## src/ibs_master_end.sv

```systemverilog
// Restores the default net type for files read after the design
`default_nettype wire

```

## src/ibs_pkg.sv

```systemverilog
// Shared constants, types and register map of the I2C master port
package ibs_pkg;
	// Register indices on the plain register port
	localparam logic [2:0] ADR_RELOAD = 3'h0;
	localparam logic [2:0] ADR_BUF    = 3'h1;
	localparam logic [2:0] ADR_CON1   = 3'h2;
	localparam logic [2:0] ADR_CON2   = 3'h3;
	localparam logic [2:0] ADR_CON3   = 3'h4;
	localparam logic [2:0] ADR_MASK   = 3'h5;
	localparam logic [2:0] ADR_STAT   = 3'h6;
	localparam logic [2:0] ADR_FLAG   = 3'h7;
	localparam logic [7:0] REG_RST    = 8'h00;
	// Status fields
	localparam int B_SMP = 7;
	localparam int B_CKE = 6;
	localparam int B_DA  = 5;
	localparam int B_P   = 4;
	localparam int B_S   = 3;
	localparam int B_RW  = 2;
	localparam int B_UA  = 1;
	localparam int B_BF  = 0;
	// Control one fields
	localparam int B_WCOL = 7;
	localparam int B_OV   = 6;
	localparam int B_EN   = 5;
	localparam int B_CKP  = 4;
	// Control two fields
	localparam int B_GCEN  = 7;
	localparam int B_ACKST = 6;
	localparam int B_ACKDT = 5;
	localparam int B_ACK_REQUEST = 4;
	localparam int B_RECEIVE_REQUEST  = 3;
	localparam int B_PEN   = 2;
	localparam int B_RESTART_REQUEST  = 1;
	localparam int B_SEN   = 0;
	// Event flag register fields
	localparam int B_EVT = 0;
	localparam int B_COL = 1;
	// Port modes
	localparam logic [3:0] MODE_I2C_MST = 4'h8;
	localparam logic [3:0] MODE_SLV10   = 4'h7;
	localparam logic [3:0] MODE_SLV10_I = 4'hF;
	localparam logic [3:0] MODE_SLV7    = 4'h6;
	localparam logic [3:0] MODE_SLV7_I  = 4'hE;
	localparam logic [3:0] MODE_FW_MST  = 4'hB;
	// Clocks per baud counter decrement
	localparam int CY_DIV = 2;
	// Bit counts of the byte engine
	localparam logic [3:0] CNT_TX   = 4'h9;
	localparam logic [3:0] CNT_RX   = 4'h8;
	localparam logic [3:0] CNT_ACK  = 4'h1;
	localparam logic [3:0] CNT_LAST = 4'h1;
	localparam logic [3:0] CNT_ASLT = 4'h2;
	localparam logic [7:0] BRG_ZERO = 8'h00;

	typedef enum logic [1:0] {
		KIND_TX  = 2'b00,
		KIND_RX  = 2'b01,
		KIND_ACK = 2'b10
	} ibs_kind_type;

	typedef enum logic [3:0] {
		ST_IDLE = 4'b0000,
		ST_SA   = 4'b0001,
		ST_SB   = 4'b0010,
		ST_RA   = 4'b0011,
		ST_RB   = 4'b0100,
		ST_RC   = 4'b0101,
		ST_RD   = 4'b0110,
		ST_BL   = 4'b0111,
		ST_BW   = 4'b1000,
		ST_BH   = 4'b1001,
		ST_PA   = 4'b1010,
		ST_PB   = 4'b1011,
		ST_PC   = 4'b1100,
		ST_PD   = 4'b1101,
		ST_PE   = 4'b1110
	} ibs_state_type;

	typedef struct packed {
		logic scl;
		logic sda;
	} ibs_pins_type;
endpackage : ibs_pkg

```

## src/ibs_master.sv

```systemverilog
// I2C master port: baud counter, conditions, byte engine and status
`timescale 1ns/1ps
`default_nettype none
module ibs_master
	import ibs_pkg::*;
#(
	parameter int CYC_PER_TICK = CY_DIV
)
(
	// Clock and reset
	input  wire logic         i_clk,
	input  wire logic         i_rst_n,
	// Register port
	input  wire logic [2:0]   i_addr,
	input  wire logic [7:0]   i_wdata,
	input  wire logic         i_wr,
	input  wire logic         i_rd,
	output logic      [7:0]   o_rdata,
	// Bus pins, open drain
	input  wire ibs_pins_type i_pins,
	output ibs_pins_type      o_pin_out,
	output ibs_pins_type      o_pin_oe,
	// Slave address match status
	input  wire logic         i_slave_match,
	input  wire logic         i_slave_rw,
	input  wire logic         i_slave_nack,
	input  wire logic         i_ua_req,
	// Status outputs
	output logic              o_serial_event_flag,
	output logic              o_collision_flag,
	output logic              o_busy,
	output logic              o_slew_ctrl_off,
	output logic              o_smbus_levels,
	output logic              o_spi_sample_end,
	output logic              o_spi_tx_act_idle
);
	if (CYC_PER_TICK < 1 || CYC_PER_TICK > 256)
	begin : g_bad_div
		$error("CYC_PER_TICK must lie in 1..256");
	end

	localparam logic [7:0] CY_LAST = 8'(CYC_PER_TICK - 1);

	function automatic logic is_i2c(input logic [3:0] m);
		return m == MODE_SLV7 || m == MODE_SLV10 || m == MODE_I2C_MST
			|| m == MODE_FW_MST || m == MODE_SLV7_I || m == MODE_SLV10_I;
	endfunction : is_i2c

	function automatic logic hit(input logic s, input logic [2:0] ad,
		input logic [2:0] a);
		return s && ad == a;
	endfunction : hit

	logic [7:0]    reload_q, buf_q, con1_q, con2_q, con3_q, mask_q;
	logic [7:0]    cy_q, brg_q, sh_q, sh_d;
	logic [3:0]    cnt_q, cnt_d;
	ibs_state_type st_q, st_d;
	ibs_kind_type  kind_q, kind_d;
	logic          sda_oe_q, sda_oe_d, scl_oe_q, scl_oe_d;
	logic          smp_q, cke_q, da_q, p_q, s_q, ua_q, bf_q;
	logic          slv_rw_q, txb_q, first_q, evt_q, col_q;
	logic          sda_p_q, scl_p_q;
	logic          cy_en, tmo, brg_ld, fin, col, rx_done, tx_shifted;
	logic          ack_got, first_set, byte_end, active, idle, tx_go;
	logic          start_det, stop_det, slave_mode;
	logic [4:0]    reqs;

	assign active = con1_q[B_EN] && con1_q[3:0] == MODE_I2C_MST;
	assign slave_mode = con1_q[3:0] == MODE_SLV7 || con1_q[3:0] == MODE_SLV10
		|| con1_q[3:0] == MODE_SLV7_I || con1_q[3:0] == MODE_SLV10_I;
	assign reqs = {con2_q[B_ACK_REQUEST], con2_q[B_RECEIVE_REQUEST], con2_q[B_PEN],
		con2_q[B_RESTART_REQUEST], con2_q[B_SEN]};
	assign idle = !txb_q && reqs == 5'h00 && st_q == ST_IDLE;
	assign tx_go = hit(i_wr, i_addr, ADR_BUF) && active && idle;
	assign start_det = scl_p_q && i_pins.scl && sda_p_q && !i_pins.sda;
	assign stop_det = scl_p_q && i_pins.scl && !sda_p_q && i_pins.sda;

	// Divider tick for the baud counter
	always_ff @(posedge i_clk)
	begin
		if (!i_rst_n || !active || cy_q == CY_LAST)
			cy_q <= 8'h00;
		else
			cy_q <= cy_q + 8'h01;
	end
	assign cy_en = cy_q == CY_LAST;
	assign tmo = cy_en && brg_q == BRG_ZERO;

	// Baud counter; sits at zero once nothing reloads it
	always_ff @(posedge i_clk)
	begin
		if (!i_rst_n)
			brg_q <= BRG_ZERO;
		else if (brg_ld)
			brg_q <= reload_q;
		else if (cy_en && brg_q != BRG_ZERO)
			brg_q <= brg_q - 8'h01;
	end

	always_comb
	begin
		st_d = st_q;
		kind_d = kind_q;
		cnt_d = cnt_q;
		sh_d = sh_q;
		sda_oe_d = sda_oe_q;
		scl_oe_d = scl_oe_q;
		brg_ld = 1'b0;
		fin = 1'b0;
		col = 1'b0;
		rx_done = 1'b0;
		tx_shifted = 1'b0;
		ack_got = 1'b0;
		first_set = 1'b0;
		byte_end = 1'b0;
		case (st_q)
			ST_IDLE:
			begin
				if (tx_go)
				begin
					kind_d = KIND_TX;
					cnt_d = CNT_TX;
					sh_d = i_wdata;
					sda_oe_d = !i_wdata[7];
					brg_ld = 1'b1;
					st_d = ST_BL;
				end
				else if (con2_q[B_SEN])
				begin
					sda_oe_d = 1'b0;
					scl_oe_d = 1'b0;
					brg_ld = 1'b1;
					st_d = ST_SA;
				end
				else if (con2_q[B_RESTART_REQUEST])
				begin
					sda_oe_d = 1'b0;
					brg_ld = 1'b1;
					st_d = ST_RA;
				end
				else if (con2_q[B_PEN])
				begin
					sda_oe_d = 1'b1;
					brg_ld = 1'b1;
					st_d = ST_PA;
				end
				else if (con2_q[B_RECEIVE_REQUEST])
				begin
					kind_d = KIND_RX;
					cnt_d = CNT_RX;
					sda_oe_d = 1'b0;
					brg_ld = 1'b1;
					st_d = ST_BL;
				end
				else if (con2_q[B_ACK_REQUEST])
				begin
					kind_d = KIND_ACK;
					cnt_d = CNT_ACK;
					sda_oe_d = !con2_q[B_ACKDT];
					brg_ld = 1'b1;
					st_d = ST_BL;
				end
			end
			ST_SA:
				if (tmo)
				begin
					sda_oe_d = 1'b1;
					brg_ld = 1'b1;
					st_d = ST_SB;
				end
			ST_SB, ST_RD:
				if (tmo)
				begin
					scl_oe_d = 1'b1;
					fin = 1'b1;
					first_set = 1'b1;
					st_d = ST_IDLE;
				end
			ST_RA:
				if (tmo)
				begin
					scl_oe_d = 1'b0;
					st_d = ST_RB;
				end
			ST_RB:
				if (i_pins.scl)
				begin
					if (!i_pins.sda)
						col = 1'b1;
					brg_ld = 1'b1;
					st_d = ST_RC;
				end
			ST_RC:
				if (!i_pins.scl)
					col = 1'b1;
				else if (tmo)
				begin
					sda_oe_d = 1'b1;
					brg_ld = 1'b1;
					st_d = ST_RD;
				end
			ST_BL:
				if (tmo)
				begin
					scl_oe_d = 1'b0;
					st_d = ST_BW;
				end
			ST_BW:
				// Clock stretching: time the high phase from SCL high
				if (i_pins.scl)
				begin
					brg_ld = 1'b1;
					st_d = ST_BH;
					if (kind_q == KIND_RX)
						sh_d = {sh_q[6:0], i_pins.sda};
					if (kind_q == KIND_TX && cnt_q == CNT_LAST)
						ack_got = 1'b1;
				end
			ST_BH:
				if (kind_q != KIND_RX && !sda_oe_q && !i_pins.sda
					&& !(kind_q == KIND_TX && cnt_q == CNT_LAST))
					col = 1'b1;
				else if (tmo)
				begin
					scl_oe_d = 1'b1;
					cnt_d = cnt_q - 4'h1;
					if (cnt_q == CNT_LAST)
					begin
						fin = 1'b1;
						rx_done = kind_q == KIND_RX;
						byte_end = kind_q != KIND_ACK;
						st_d = ST_IDLE;
					end
					else
					begin
						brg_ld = 1'b1;
						st_d = ST_BL;
						if (kind_q == KIND_TX)
						begin
							sh_d = {sh_q[6:0], 1'b0};
							sda_oe_d = cnt_q != CNT_ASLT && !sh_q[6];
							tx_shifted = cnt_q == CNT_ASLT;
						end
					end
				end
			ST_PA:
				if (i_pins.sda)
					brg_ld = 1'b1;
				else if (tmo)
				begin
					scl_oe_d = 1'b0;
					st_d = ST_PB;
				end
			ST_PB:
				if (i_pins.scl)
				begin
					brg_ld = 1'b1;
					st_d = ST_PC;
				end
			ST_PC:
				if (!i_pins.scl)
					col = 1'b1;
				else if (tmo)
				begin
					sda_oe_d = 1'b0;
					brg_ld = 1'b1;
					st_d = ST_PD;
				end
			ST_PD:
				if (tmo)
				begin
					if (!i_pins.sda)
						col = 1'b1;
					else
					begin
						brg_ld = 1'b1;
						st_d = ST_PE;
					end
				end
			ST_PE:
				if (tmo)
				begin
					fin = 1'b1;
					st_d = ST_IDLE;
				end
			default:
				st_d = ST_IDLE;
		endcase
		if (col || !active)
		begin
			st_d = ST_IDLE;
			sda_oe_d = 1'b0;
			scl_oe_d = 1'b0;
			fin = 1'b0;
			rx_done = 1'b0;
			byte_end = 1'b0;
		end
	end

	always_ff @(posedge i_clk)
	begin
		if (!i_rst_n)
		begin
			st_q <= ST_IDLE;
			kind_q <= KIND_TX;
			cnt_q <= 4'h0;
			sh_q <= REG_RST;
			sda_oe_q <= 1'b0;
			scl_oe_q <= 1'b0;
		end
		else
		begin
			st_q <= st_d;
			kind_q <= kind_d;
			cnt_q <= cnt_d;
			sh_q <= sh_d;
			sda_oe_q <= sda_oe_d;
			scl_oe_q <= scl_oe_d;
		end
	end

	// Plain software registers
	always_ff @(posedge i_clk)
	begin
		if (!i_rst_n)
		begin
			reload_q <= REG_RST;
			con3_q <= REG_RST;
			mask_q <= REG_RST;
			smp_q <= 1'b0;
			cke_q <= 1'b0;
		end
		else
		begin
			if (hit(i_wr, i_addr, ADR_RELOAD))
				reload_q <= i_wdata;
			if (hit(i_wr, i_addr, ADR_CON3))
				con3_q <= i_wdata;
			if (hit(i_wr, i_addr, ADR_MASK))
				mask_q <= i_wdata;
			if (hit(i_wr, i_addr, ADR_STAT))
			begin
				smp_q <= i_wdata[B_SMP];
				cke_q <= i_wdata[B_CKE];
			end
		end
	end

	// Shift buffer; writes while not idle are dropped and flagged
	always_ff @(posedge i_clk)
	begin
		if (!i_rst_n)
			buf_q <= REG_RST;
		else if (rx_done)
			buf_q <= sh_q;
		else if (tx_go)
			buf_q <= i_wdata;
	end

	// Control one: collision and overflow are set by hardware, cleared by 0
	always_ff @(posedge i_clk)
	begin
		if (!i_rst_n)
			con1_q <= REG_RST;
		else
		begin
			if (hit(i_wr, i_addr, ADR_CON1))
				con1_q[5:0] <= i_wdata[5:0];
			con1_q[B_WCOL] <= (hit(i_wr, i_addr, ADR_BUF) && !tx_go)
				|| (con1_q[B_WCOL] && !(hit(i_wr, i_addr, ADR_CON1)
				&& !i_wdata[B_WCOL]));
			con1_q[B_OV] <= (rx_done && bf_q)
				|| (con1_q[B_OV] && !(hit(i_wr, i_addr, ADR_CON1)
				&& !i_wdata[B_OV]));
		end
	end

	// Control two: requests only accepted while idle, no queueing
	always_ff @(posedge i_clk)
	begin
		if (!i_rst_n)
			con2_q <= REG_RST;
		else
		begin
			if (hit(i_wr, i_addr, ADR_CON2))
			begin
				con2_q[B_GCEN] <= i_wdata[B_GCEN];
				con2_q[B_ACKDT] <= i_wdata[B_ACKDT];
				if (idle && active)
					con2_q[4:0] <= i_wdata[4:0];
			end
			if (fin || col || !active)
				con2_q[4:0] <= 5'h00;
			if (ack_got)
				con2_q[B_ACKST] <= i_pins.sda;
		end
	end

	// Transmit in progress and address/data tracking
	always_ff @(posedge i_clk)
	begin
		if (!i_rst_n)
		begin
			txb_q <= 1'b0;
			first_q <= 1'b0;
			da_q <= 1'b0;
		end
		else
		begin
			if (tx_go)
				txb_q <= 1'b1;
			else if (fin || col || !active)
				txb_q <= 1'b0;
			if (first_set)
				first_q <= 1'b1;
			else if (byte_end)
			begin
				first_q <= 1'b0;
				da_q <= !first_q;
			end
		end
	end

	// Buffer full: receive or a transmit write fills it, a buffer read empties it when no transmit is in progress
	always_ff @(posedge i_clk)
	begin
		if (!i_rst_n || col || !active)
			bf_q <= 1'b0;
		else if (rx_done || tx_go)
			bf_q <= 1'b1;
		else if (tx_shifted || (hit(i_rd, i_addr, ADR_BUF) && !txb_q))
			bf_q <= 1'b0;
	end

	// Bus condition watcher, runs regardless of who drives the bus
	always_ff @(posedge i_clk)
	begin
		if (!i_rst_n)
		begin
			sda_p_q <= 1'b1;
			scl_p_q <= 1'b1;
			s_q <= 1'b0;
			p_q <= 1'b0;
			slv_rw_q <= 1'b0;
		end
		else
		begin
			sda_p_q <= i_pins.sda;
			scl_p_q <= i_pins.scl;
			if (!con1_q[B_EN])
			begin
				s_q <= 1'b0;
				p_q <= 1'b0;
			end
			else if (start_det)
			begin
				s_q <= 1'b1;
				p_q <= 1'b0;
			end
			else if (stop_det)
			begin
				s_q <= 1'b0;
				p_q <= 1'b1;
			end
			// A match in the same cycle as a condition wins
			if (i_slave_match && slave_mode)
				slv_rw_q <= i_slave_rw;
			else if (start_det || stop_det || i_slave_nack)
				slv_rw_q <= 1'b0;
		end
	end

	// Update-address flag, cleared by a reload register write
	always_ff @(posedge i_clk)
	begin
		if (!i_rst_n)
			ua_q <= 1'b0;
		else if (i_ua_req && (con1_q[3:0] == MODE_SLV10
			|| con1_q[3:0] == MODE_SLV10_I))
			ua_q <= 1'b1;
		else if (hit(i_wr, i_addr, ADR_RELOAD))
			ua_q <= 1'b0;
	end

	// Sticky event flags, write one to clear, a new event wins
	always_ff @(posedge i_clk)
	begin
		if (!i_rst_n)
		begin
			evt_q <= 1'b0;
			col_q <= 1'b0;
		end
		else
		begin
			evt_q <= fin || (evt_q && !(hit(i_wr, i_addr, ADR_FLAG)
				&& i_wdata[B_EVT]));
			col_q <= col || (col_q && !(hit(i_wr, i_addr, ADR_FLAG)
				&& i_wdata[B_COL]));
		end
	end

	// Read data, valid the cycle after the strobe
	always_ff @(posedge i_clk)
	begin
		if (!i_rst_n)
			o_rdata <= REG_RST;
		else if (i_rd)
			case (i_addr)
				ADR_RELOAD: o_rdata <= reload_q;
				ADR_BUF:    o_rdata <= buf_q;
				ADR_CON1:   o_rdata <= con1_q;
				ADR_CON2:   o_rdata <= con2_q;
				ADR_CON3:   o_rdata <= con3_q;
				ADR_MASK:   o_rdata <= mask_q;
				ADR_STAT:   o_rdata <= {smp_q, cke_q, da_q, p_q, s_q,
					slave_mode ? slv_rw_q : txb_q, ua_q, bf_q};
				ADR_FLAG:   o_rdata <= {6'h00, col_q, evt_q};
				default:    o_rdata <= REG_RST;
			endcase
		else
			o_rdata <= REG_RST;
	end

	assign o_pin_out = '0;
	assign o_pin_oe = '{scl: scl_oe_q, sda: sda_oe_q};
	assign o_serial_event_flag = evt_q;
	assign o_collision_flag = col_q;
	assign o_busy = txb_q || reqs != 5'h00;
	assign o_slew_ctrl_off = is_i2c(con1_q[3:0]) && smp_q;
	assign o_spi_sample_end = !is_i2c(con1_q[3:0]) && smp_q;
	assign o_smbus_levels = is_i2c(con1_q[3:0]) && cke_q;
	assign o_spi_tx_act_idle = !is_i2c(con1_q[3:0]) && cke_q;
endmodule : ibs_master
`default_nettype wire

```

## config.mk

```make
export PLATFORM = sky130hd
export DESIGN_NAME = ibs_master
export DESIGN_NICKNAME = d
export VERILOG_FILES = /design/src/ibs_master_end.sv /design/src/ibs_pkg.sv /design/src/ibs_master.sv
export SDC_FILE = /design/constraint.sdc
export NUM_CORES = 1
export LEC_CHECK = 0
export ABC_AREA = 1
export BUFFER_PORTS_ARGS = -buffer_cell sky130_fd_sc_hd__clkbuf_2
export CAP_MARGIN = 0
export CORE_MARGIN = 5
export CORE_UTILIZATION = 50
export DETAILED_ROUTE_END_ITERATION = 8
export HOLD_SLACK_MARGIN = 0.06
export PLACE_DENSITY = 0.73
export SYNTH_ARGS = -nofsm -noshare
export SYNTH_HDL_FRONTEND = slang
export SYNTH_SLANG_ARGS = --single-unit
```

## constraint.sdc

```tcl
create_clock -name i_clk -period 2.3 [get_ports i_clk]
set_input_delay 0.115 -clock i_clk [delete_from_list [all_inputs] [get_ports i_clk]]
set_output_delay 0.115 -clock i_clk [all_outputs]
set_load 0.03 [all_outputs]
```

======== Word level (Yosys, flattened, before mapping) ========
Index checks and enable logic that the tools add are counted.
cells by class
  bitwise logic cells ..................... 3
  add/subtract/negate cells ............... 3
  shifts and indexed selects .............. 0
  divide/modulo/power cells ............... 0
  order comparisons ....................... 0
  $mul .................................... 0
  reduce and logical (&&, ||, !) cells .... 124
  multiplexer cells ....................... 132
  eq/ne operators ......................... 65
operators with widths
  cell                                                  count
  2-to-1 mux 4 bit                                      31
  2-to-1 mux 8 bit                                      10
  2-to-1 mux 1 bit                                      75
  case mux 8 bit (8 select lines)                       1
  case mux 4 bit (13 select lines)                      1
  != test 2 bit (second input constant)                 23
  equality test 4 bit (second input constant)           11
  logical AND 1 bit                                     44
  equality test 4 x 3 -> 1 bit (second input constant)  6
  logical OR 1 bit                                      24
  case mux 8 bit (3 select lines)                       1
  zero test 1 bit                                       18
  AND reduction 18 bit                                  1
  nonzero test 2 bit                                    9
  nonzero test 5 bit                                    3
  equality test 3 bit (second input constant)           4
  equality test 4 x 2 -> 1 bit (second input constant)  3
  2-to-1 mux 2 bit                                      6
  != test 2 x 1 -> 1 bit (second input constant)        5
  case mux 1 bit (5 select lines)                       2
  AND reduction 5 bit                                   2
  OR reduction 2 bit                                    5
  != test 3 bit (second input constant)                 3
  AND reduction 9 bit                                   1
  other kinds (28)                                      38
storage, ports and cells
  register bits after elaboration ......... 106
  input bits .............................. 21
  bits in latches ......................... 0
  bits in writable memories ............... 0
  memories kept ........................... 0
  logic and storage cells ................. 359
  ROM bits ................................ 0

======== Longest topological paths before layout ========
Gate-level depths: netlist of the first run.
  depth in word-level cells ............... 12
  depth in mapped cells ................... 15
  depth with buffers taken out ............ 13

======== Worst setup path before layout of the first run ========
No wires, ideal clock.
  path kind ............................... register to register
  from .................................... register brg_q[1]
  to ...................................... register buf_q[6]
  clock period less this slack ............ 1713 ps
  library setup time ...................... 70 ps
  arrival ................................. 1644 ps
  stages on the path, launching flop included .. 14
  data required time ...................... 2230 ps
  path slack .............................. 587 ps
  cells stage by stage .................... dfxtp_1 -> inv_1 -> ha_1 -> nand2_1 -> nor2_4 -> nand2_4 -> nor2_4 -> nand3_4 -> nor2_8 -> nand2_8 -> buf_12 -> nand2_4 -> nand2_2 -> a21oi_2
between the ends
  cells in the longest elaborated chain, start to end .. 7
  elaborated cells on any way between the ends .. 11
RTL lines
  what                                                                        RTL line                              RTL
  start, declared                                                             ibs_master.sv:55                      logic [7:0] cy_q, brg_q, sh_q, sh_d;
  start signal, assigned                                                      ibs_master.sv:95                      brg_q <= reload_q;
  start signal, assigned                                                      ibs_master.sv:97                      brg_q <= brg_q - 8'h01;
  zero test 8 bit *                                                           ibs_master.sv:87                      assign tmo = cy_en && brg_q == BRG_ZERO;
  logical AND 1 bit *                                                         ibs_master.sv:87
  2-to-1 mux 1 bit (on tied branches)                                         ibs_master.sv:270, ibs_master.sv:223
  case mux 1 bit (4 select lines) / 2-to-1 mux 1 bit (equally long branches)  ibs_master.sv:116, ibs_master.sv:220
  logical OR 1 bit / 2-to-1 mux 1 bit (equally long branches)                 ibs_master.sv:289, ibs_master.sv:116
  2-to-1 mux 1 bit *                                                          ibs_master.sv:289                     if (col || !active)
  2-to-1 mux 8 bit / nonzero test 2 bit (equally long branches)               -
  end signal, assigned                                                        ibs_master.sv:355                     buf_q <= sh_q;
  end signal, assigned                                                        ibs_master.sv:357                     buf_q <= i_wdata;
  end, declared                                                               ibs_master.sv:54                      logic [7:0] reload_q, buf_q, con1_q, con2_q, con3_q, mask_q;
Every way passes the cells marked *; elsewhere a longest branch is shown, timed or not.
A chain may end at the register's enable or synchronous reset.

======== Worst setup path after layout of the first run ========
  from .................................... register st_q[0]
  to ...................................... register brg_q[0]
between the ends
  cells in the longest elaborated chain, start to end .. 6
  elaborated cells on any way between the ends .. 18
RTL lines
  what                                                           RTL line                             RTL
  start, declared                                                ibs_master.sv:57                     ibs_state_type st_q, st_d;
  start signal, assigned                                         ibs_master.sv:313                    st_q <= st_d;
  zero test 4 bit                                                ibs_master.sv:73, ibs_master.sv:116
  logical AND 1 bit                                              ibs_master.sv:73                     assign idle = !txb_q && reqs == 5'h00 && st_q == ST_IDLE;
  logical AND 1 bit                                              ibs_master.sv:74                     assign tx_go = hit(i_wr, i_addr, ADR_BUF) && active && idle;
  2-to-1 mux 1 bit                                               ibs_master.sv:119                    if (tx_go)
  case mux 1 bit (7 select lines) *                              ibs_master.sv:116                    case (st_q)
  2-to-1 mux 8 bit / nonzero test 2 bit (equally long branches)  -
Marks and branches as above.

==> results of run 1 <==
cell usage after synthesis (2+ instances only):
| library cell | number | area, sq um |
|---|---|---|
| sky130_fd_sc_hd__nand2_1 | 164 | 615.6 |
| sky130_fd_sc_hd__dfxtp_1 | 106 | 2122 |
| sky130_fd_sc_hd__inv_1 | 99 | 371.6 |
| sky130_fd_sc_hd__a21oi_1 | 83 | 415.4 |
| sky130_fd_sc_hd__nor2_1 | 73 | 274.0 |
| sky130_fd_sc_hd__o21ai_0 | 69 | 345.3 |
| sky130_fd_sc_hd__nand3_1 | 45 | 225.2 |
| sky130_fd_sc_hd__nand4_1 | 30 | 187.7 |
| sky130_fd_sc_hd__nand2_2 | 15 | 93.84 |
| sky130_fd_sc_hd__clkbuf_1 | 13 | 48.80 |
| sky130_fd_sc_hd__nand3_2 | 13 | 130.1 |
| sky130_fd_sc_hd__nor2_4 | 11 | 123.9 |
| sky130_fd_sc_hd__a221oi_1 | 9 | 78.83 |
| sky130_fd_sc_hd__nor3_1 | 9 | 45.04 |
| sky130_fd_sc_hd__a21oi_2 | 8 | 70.07 |
| sky130_fd_sc_hd__inv_2 | 8 | 30.03 |
| sky130_fd_sc_hd__nor2_2 | 8 | 50.05 |
| sky130_fd_sc_hd__ha_1 | 7 | 87.58 |
| sky130_fd_sc_hd__nand2_4 | 7 | 78.83 |
| sky130_fd_sc_hd__a31oi_1 | 6 | 37.54 |
| sky130_fd_sc_hd__xor2_1 | 6 | 52.55 |
| sky130_fd_sc_hd__buf_4 | 5 | 37.54 |
| sky130_fd_sc_hd__buf_6 | 5 | 56.30 |
| sky130_fd_sc_hd__o22ai_1 | 5 | 31.28 |
| sky130_fd_sc_hd__a22oi_1 | 4 | 30.03 |
| sky130_fd_sc_hd__xnor2_1 | 4 | 35.03 |
| sky130_fd_sc_hd__buf_2 | 3 | 15.01 |
| sky130_fd_sc_hd__nor3_2 | 3 | 30.03 |
| sky130_fd_sc_hd__inv_4 | 2 | 12.51 |
| sky130_fd_sc_hd__nand3_4 | 2 | 35.03 |
| sky130_fd_sc_hd__nand3b_1 | 2 | 15.01 |
| sky130_fd_sc_hd__nor2_8 | 2 | 40.04 |
| sky130_fd_sc_hd__o21a_1 | 2 | 15.01 |
| sky130_fd_sc_hd__o21bai_1 | 2 | 15.01 |
cell usage in the layout (no fill, tap or decap), types with 9 or more instances in the layout:
| cell type | count |
|---|---|
| sky130_fd_sc_hd__buf_4 | 13 |
| sky130_fd_sc_hd__clkbuf_2 | 37 |
| sky130_fd_sc_hd__inv_1 | 99 |
| sky130_fd_sc_hd__a21oi_1 | 83 |
| sky130_fd_sc_hd__nand3_1 | 45 |
| sky130_fd_sc_hd__o21ai_0 | 69 |
| sky130_fd_sc_hd__nor3_1 | 9 |
| sky130_fd_sc_hd__nor2_1 | 73 |
| sky130_fd_sc_hd__clkbuf_16 | 9 |
| sky130_fd_sc_hd__nand2_1 | 164 |
| sky130_fd_sc_hd__nand3_2 | 13 |
| sky130_fd_sc_hd__dfxtp_1 | 106 |
| sky130_fd_sc_hd__nor2_4 | 11 |
| sky130_fd_sc_hd__nand2_2 | 15 |
| sky130_fd_sc_hd__a221oi_1 | 9 |
| sky130_fd_sc_hd__nand4_1 | 30 |
sequential cells by signal, summed over array words and instances (netlist names), 4 cells and up:
signal,cells
brg_q,8
buf_q,8
cnt_q,4
con1_q,8
con2_q,8
con3_q,8
cy_q,8
mask_q,8
o_rdata,8
reload_q,8
sh_q,8
st_q,4
worst register-to-register path, stage by stage, from the launching register on:
cell                      delay (ns)
sky130_fd_sc_hd__dfxtp_1        0.44
sky130_fd_sc_hd__nor2_4         0.27
sky130_fd_sc_hd__nand2_4        0.13
sky130_fd_sc_hd__nor2_4         0.20
sky130_fd_sc_hd__nand3_4        0.16
sky130_fd_sc_hd__nand2_1        0.12
sky130_fd_sc_hd__nand2_2        0.20
sky130_fd_sc_hd__nand3_2        0.23
sky130_fd_sc_hd__o21ai_0        0.10
sky130_fd_sc_hd__a21oi_1        0.18
routing by layer:
| metal | up-vias | GRT usage | part of all wire |
|---|---|---|---|
| met1 | 2631 | 0.3121 | 0.45 |
| met5 | - | 0 | 0 |
| met3 | 37 | 0.06695 | 0.079 |
| met4 | 0 | 0.08472 | 0.026 |
| li1 | 2870 | - | - |
| met2 | 198 | 0.3628 | 0.45 |
cell families after synthesis:
family                     synth area share
buffers and inverters               0.09977
xor gates and xnor gates            0.01467
other                             0.0006282
and+or+nand+nor                      0.3322
AOI/OAI and AO/OA                    0.1826
DFF                                  0.3555
adders and majority gates           0.01467
how the worst min path moves through the flow:
stage | start | end | slack (ns)
4_1_cts | i_wdata[1] | con3_q[1]$_SDFFE_PN0P_ | 0.12
3_5_place_dp | i_slave_rw | slv_rw_q$_SDFFE_PN0P_ | 0.39
2_1_floorplan | i_pins[1] | scl_p_q$_SDFF_PN1_ | 0.26
5_1_grt | i_wdata[1] | con3_q[1]$_SDFFE_PN0P_ | 0.13
3_3_place_gp | i_slave_rw | slv_rw_q$_SDFFE_PN0P_ | 0.38
6_report | i_wdata[1] | con3_q[1]$_SDFFE_PN0P_ | 0.15
layout make-up:
cell class	count	area, sq um	area share
clock buffers	10	239.0	0.03619
clock inverters	5	61.31	0.009286
inverters	110	417.9	0.06329
multi-input cells	601	3256	0.4931
flip-flops and latches	106	2122	0.3214
well taps	147	183.9	0.02786
repair buffers	54	322.8	0.04889
per-stage QoR:
step / instances / instance area [sq um]
2_1_floorplan: 844 / 5973
3_3_place_gp: 1014 / 6262
6_report: 1033 / 6603
4_1_cts: 1033 / 6603
5_1_grt: 1033 / 6603
3_5_place_dp: 1014 / 6262
power by group through the flow:
stage	Clock [W]	Sequential [W]	Combinational, W
after floorplan	0	0.00191	0.000124
after global placement	0	0.00191	0.000210
after detailed placement	0	0.00191	0.000211
after CTS	0.00162	0.00187	0.000214
after global routing	0.00170	0.00187	0.000240
final	0.00160	0.00187	0.000219
==> run summary, run 1 <==
The run finished with clean final reports. The power per cell area was 558.3 nW/um^2. The async set or reset register ratio after synthesis was 0; the number of DRC markers in iteration 0 was 691. In this run the deepest clock path goes through 2 buffers.

For the number of warnings reported in the yosys synthesis log, the log shows 0. In this run the worst setup path terminates at brg_q[0]$_SDFFE_PN0P_. The critical-path maximum fanout is 15, and the count of cells along the worst hold path is 3. Area growth from synthesis to layout: 10.61%. The net count reported at finish was 910. The CTS root buffer was sky130_fd_sc_hd__clkbuf_16. The maximum cell stage delay along the critical path came out at 0.44 ns. Internal power contribution: 0.002793 W. 0 antenna diodes ended up in the layout. Clock skew on the completed layout was measured at 0.009480 ns. For the worst-skew pair, the clock arrives at the later sink with an insertion delay of 0.36 ns. Max-cap violations in this run came to 0. The final design utilization is 0.5566. Global-route congestion overflow total: 0. Traced cell by cell, the critical path runs through nor2_4, nand2_4, nor2_4, nand3_4, nand2_1, nand2_2, nand3_2, o21ai_0, a21oi_1.

The number of library cell types mapped by synthesis was 47. The initial standard-cell utilization of the core was 0.5033; the register-to-register setup slack was 0.19 ns. The post-synthesis cell area is 5969 sq um, and the number of buffer and inverter instances along the worst setup path is 0.

The initial antenna violation count was 0; the instance count of the mapped netlist was 843. For the pin with the worst max-slew slack, the measured transition is 0.6616 ns. The run gives 2.742 nW as the reported leakage power.

A synthesized cell averages 7.081 sq um. The sequential-to-total area share from yosys stat is 0.3555, and the total I/O pin count is 40. The estimated wirelength of the detail-placed design is 12.13 mm. The y dimension of the die works out to 119.3 um. The worst register-to-register path ends at brg_q[0]$_SDFFE_PN0P_. The via count of the first global-routing pass came out at 5263. The count of buffers added on input and output ports is 37. The final worst-path cycle share was 0.9176.

In this run the critical register-to-register path is launched from st_q[0]$_SDFFE_PP0P_. The setup slack after placement is 0.2401 ns. After floorplanning, the core was sized to cover 11860 sq um. The critical path in this run is classified as flip-flop to flip-flop. The width of the die works out to 119.3 um. Setup repair after global routing left no endpoint under its margin.

In this run the worst setup path begins at st_q[0]$_SDFFE_PP0P_. The run gives 26.88 mm as the wire length of the first global-routing pass. TritonCTS created 9 clock buffers.

Counting buffers and inverters, the worst setup path is 9 cells deep. For this run, the detailed router's first-pass iteration total came to 5. The logs give 0.003686 W for the post-route total power and 0 for the count of final setup violators. The power share of the sequential group is 0.507. Post-CTS timing repair inserted 0 buffers for setup. The timing-limited maximum frequency was 473.8 MHz.

The fraction of final layout cells sized beyond drive strength 1 is 0.1659, and the total routed wirelength is 16.18 mm. In the synthesized netlist the dominant register cell turns out to be sky130_fd_sc_hd__dfxtp_1. TritonCTS built the clock tree. Routability-driven placement finished with a final weighted congestion of 0.9811. For the count of final hold-check violations, the log shows 0. The worst setup path is captured at a flip-flop. The initialized floorplan defines 40 standard-cell rows.

Across all hold checks on the routed design, the worst slack comes to 0.1466 ns. For the headroom to the max-slew limit, the log shows 0.5543. The count of clock tree sinks was 106; the number of enable-type register cells in the synthesized netlist was 0. For the worst setup path, the data required time is 2.58 ns. The master of the slowest instance on the critical path was sky130_fd_sc_hd__dfxtp_1. The endpoint arrival time on the critical path is 2.39 ns. The proportion of power drawn by combinational gates is 0.059, and the least setup slack across all paths after layout is 0.1895 ns. The routed via count is 5736, and the number of hold buffers added after cts is 4. The count of H-tree levels built during CTS was 3; the setup TNS after final layout was 0 ns.

The total track usage was 0.2348; the switching power share of the total was 0.2422. Most used cell along the critical path: sky130_fd_sc_hd__nor2_4. The floorplan step defined a die boundary enclosing 14220 sq um. Once the clock tree was built, the resizer swapped 0 gates to a different size. The register clock-pin slew on the reported worst setup and hold paths was 0.08 ns; the total of flip-flops plus latches after synthesis was 106.

Using the TritonRoute via totals, the vias-per-cell ratio works out to 5.553. The maximum number of pins on one net before global-route repair came out at 34. For this run, design rule violations remaining after detail routing come to 0. Final-report max-slew violation count: 0. The clock period could shrink to 2.110 ns. The run gives 0 as the count of nets left with antenna violations after detail routing. The clock power share came out at 0.433. The kind of start point of the critical path is a flip-flop. In the final routed layout, each cell accounts on average for 15.67 um. Across the VDD grid, the largest voltage drop is 0.0003456 V.

Counting the fill cells in the layout gives 1200. On the critical path the largest part of the delay comes from simple AND/OR/NAND/NOR gates. The analysis attributes to net switching a power of 0.0008929 W.

Path class of the lowest-slack min-delay path: input pin to flip-flop. The worst reg2reg path depth was 9.
No activity file was read; power rests on OpenSTA's default activity.
==> run 2: changes to the inputs <==
- ABC_CLOCK_PERIOD_IN_PS: not set -> 2530
- clock period: 2.3 -> 2.53 ns (I/O delays scaled with it)
==> run summary, run 2 (synthesis results as in run 1) <==
The final-report max-slew violation count came out at 0. Number of buffers on the longest clock path: 2. The most common cell after layout, fill and taps aside was sky130_fd_sc_hd__nand2_1.

The tools report the met2 routing resource usage after global routing as 0.3582. The signal on the critical path passes through nor2_4, nand2_4, nor2_4, nand3_4, nand2_1, nand2_2, nand3_2, nand2_1, nand2_1, nor2_1, nor2_1. STA puts the critical path data required time at 2.77 ns. The routed wire length per instance was 15.80 um. For this run, design rule violations remaining after detail routing come to 0. 40 I/O pins were placed. The first detailed-routing pass ran for 8 iterations. The average vias per placed instance works out to 5.543. The timing-limited maximum frequency came out at 452.8 MHz. 0 antenna diodes ended up in the layout. Initial standard-cell utilization of the core: 0.5033. In this run the worst path has a maximum fanout of 18. The detail route stage leaves a number of antenna-violating nets equal to 0.

At the later pin of the worst-skew pair, clock insertion delay measures 0.36 ns. The minimum period implied by the final worst setup slack is 2.208 ns, and the maximum cell stage delay along the critical path is 0.63 ns. For this run the aggregate overflow at the end of global routing stands at 0.

At the pin with the least slew margin, the transition time is 0.6583 ns. The initial antenna violation count came out at 0. The run gives 26.41 mm as the wire length of the first global-routing pass. Estimated wirelength of the detail-placed design: 12.11 mm. For the endpoint arrival time on the critical path, the log shows 2.44 ns. The run finished with clean final reports. Most used cell along the critical path: sky130_fd_sc_hd__nand2_1.

The count of clock tree sinks was 106; the area of the die was 14220 sq um. The tool flagged a number of max-cap violations equal to 0. The post-route total power is 0.003424 W, and the area growth from synthesis to layout is 10.27%. Number of DRC markers in iteration 0: 766.

The tools report the smallest hold slack as 0.1448 ns. The critical path endpoint category was a flip-flop. The worst reg2reg path depth was 11; the met1 demand-to-capacity share in global routing was 0.3143. Input and output buffers added on the ports amount to 37. The y dimension of the die was 119.3 um. Entering global routing, the biggest net connects 34 pins. Most congested layer reported by global routing: met2.

The routed via count is 5704, and the maximum resistive drop on vdd is 0.0003868 V. On the critical path the largest part of the delay comes from simple AND/OR/NAND/NOR gates. The reported leakage power came out at 2.728 nW. CTS placed an instance of sky130_fd_sc_hd__clkbuf_16 at the clock tree root. Counting the fill cells in the layout gives 1167.

The number of cell rows is 40. Setup repair after global routing left no endpoint under its margin. After clock tree synthesis, the repair step resized 0 gates. STA classifies the critical path startpoint as a flip-flop.

By startpoint and endpoint, the worst setup path is classified as flip-flop to flip-flop. Measured along the x axis, the die boundary spans 119.3 um. The global-route met3 utilization is 0.05556. For the placer congestion estimate, the log shows 0.9815. The net count reported at finish was 905; the via count of the first global-routing pass was 5242. The tools report the total routed wirelength as 16.26 mm.

TritonCTS built the clock tree. The total track usage is 0.2312. Power spread over the standard cell area amounts to 520.1 nW/um^2. On the critical path, the stage with the largest delay is an instance of sky130_fd_sc_hd__dfxtp_1. The register clock-pin slew on the reported worst setup and hold paths was 0.07 ns.

Total number of cells along the worst setup path: 11. Fraction of final layout cells sized beyond drive strength 1: 0.1621. Across the routed clock network, the largest skew measured is 0.006599 ns.

The top cell types in the final layout, fill and taps aside, are sky130_fd_sc_hd__nand2_1, sky130_fd_sc_hd__dfxtp_1, sky130_fd_sc_hd__inv_1, sky130_fd_sc_hd__a21oi_1, sky130_fd_sc_hd__nor2_1. The clock tree synthesis step divided the H-tree into 3 levels. The headroom to the max-slew limit was 0.5588; the count of cells along the worst hold path was 3. Summed over all failing endpoints, the final setup total negative slack is 0 ns.

The number of buffer and inverter instances along the worst setup path was 0. The final design utilization was 0.5550. The final worst-path cycle share was 0.8729. The count of final hold-check violations was 0. The logs give 0 for the count of final setup violators and 9 for the clock buffer count from CTS.

For the floorplan core area, the log shows 11860 sq um. The worst hold path belongs to the class input pin to flip-flop.
## run 2: per-layer routing
layer  part of all wire  up-vias
met3              0.070       39
met4              0.025        0
li1                   -     2862
met2               0.45      227
met5                  0        -
met1               0.45     2576
## run 2: final timing paths
kind	slack, ns	to	from
min	0.14	con2_q[7]$_SDFFE_PN0P_	i_wdata[7]
min reg2reg	0.45	mask_q[6]$_SDFFE_PN0P_	mask_q[6]$_SDFFE_PN0P_
max reg2reg	0.32	brg_q[7]$_SDFFE_PN0P_	st_q[3]$_SDFFE_PP0P_
max	0.32	brg_q[7]$_SDFFE_PN0P_	st_q[3]$_SDFFE_PP0P_
## run 2: worst reg2reg max path, delay by kind of cell (launching register included)
family,cells,cell delay [ns]
simple gates,11,1.45
flops,1,0.63
## run 2: where the power goes
group / internal (W) / switching (W)
Sequential: 0.00169 / 0.0000117
Clock: 0.000868 / 0.000658
Combinational: 0.0000530 / 0.000144
## run 2: cell type report
type	count	area [sq um]	area share
clock buffers	9	225.2	0.03421
clock inverters	7	92.59	0.01407
inverters	110	417.9	0.06349
multi-input cells	601	3256	0.4946
flip-flops and latches	106	2122	0.3224
well taps	147	183.9	0.02794
repair buffers	49	285.3	0.04334
## run 2: repair_timing
action,CTS,global route
endpoints found under the setup margin,0,0
hold buffers,4,0
buffers inserted,0,0
hold endpoints to repair,2,0
## run 2: metrics by stage
step | std cells | setup slack [ns] | cell area (sq um)
after floorplan | 844 | 0.8166 | 5973
after global placement | 1009 | 0.3829 | 6225
after detailed placement | 1009 | 0.3507 | 6225
after CTS | 1029 | 0.3362 | 6583
after global routing | 1029 | 0.1131 | 6583
final | 1029 | 0.3217 | 6583
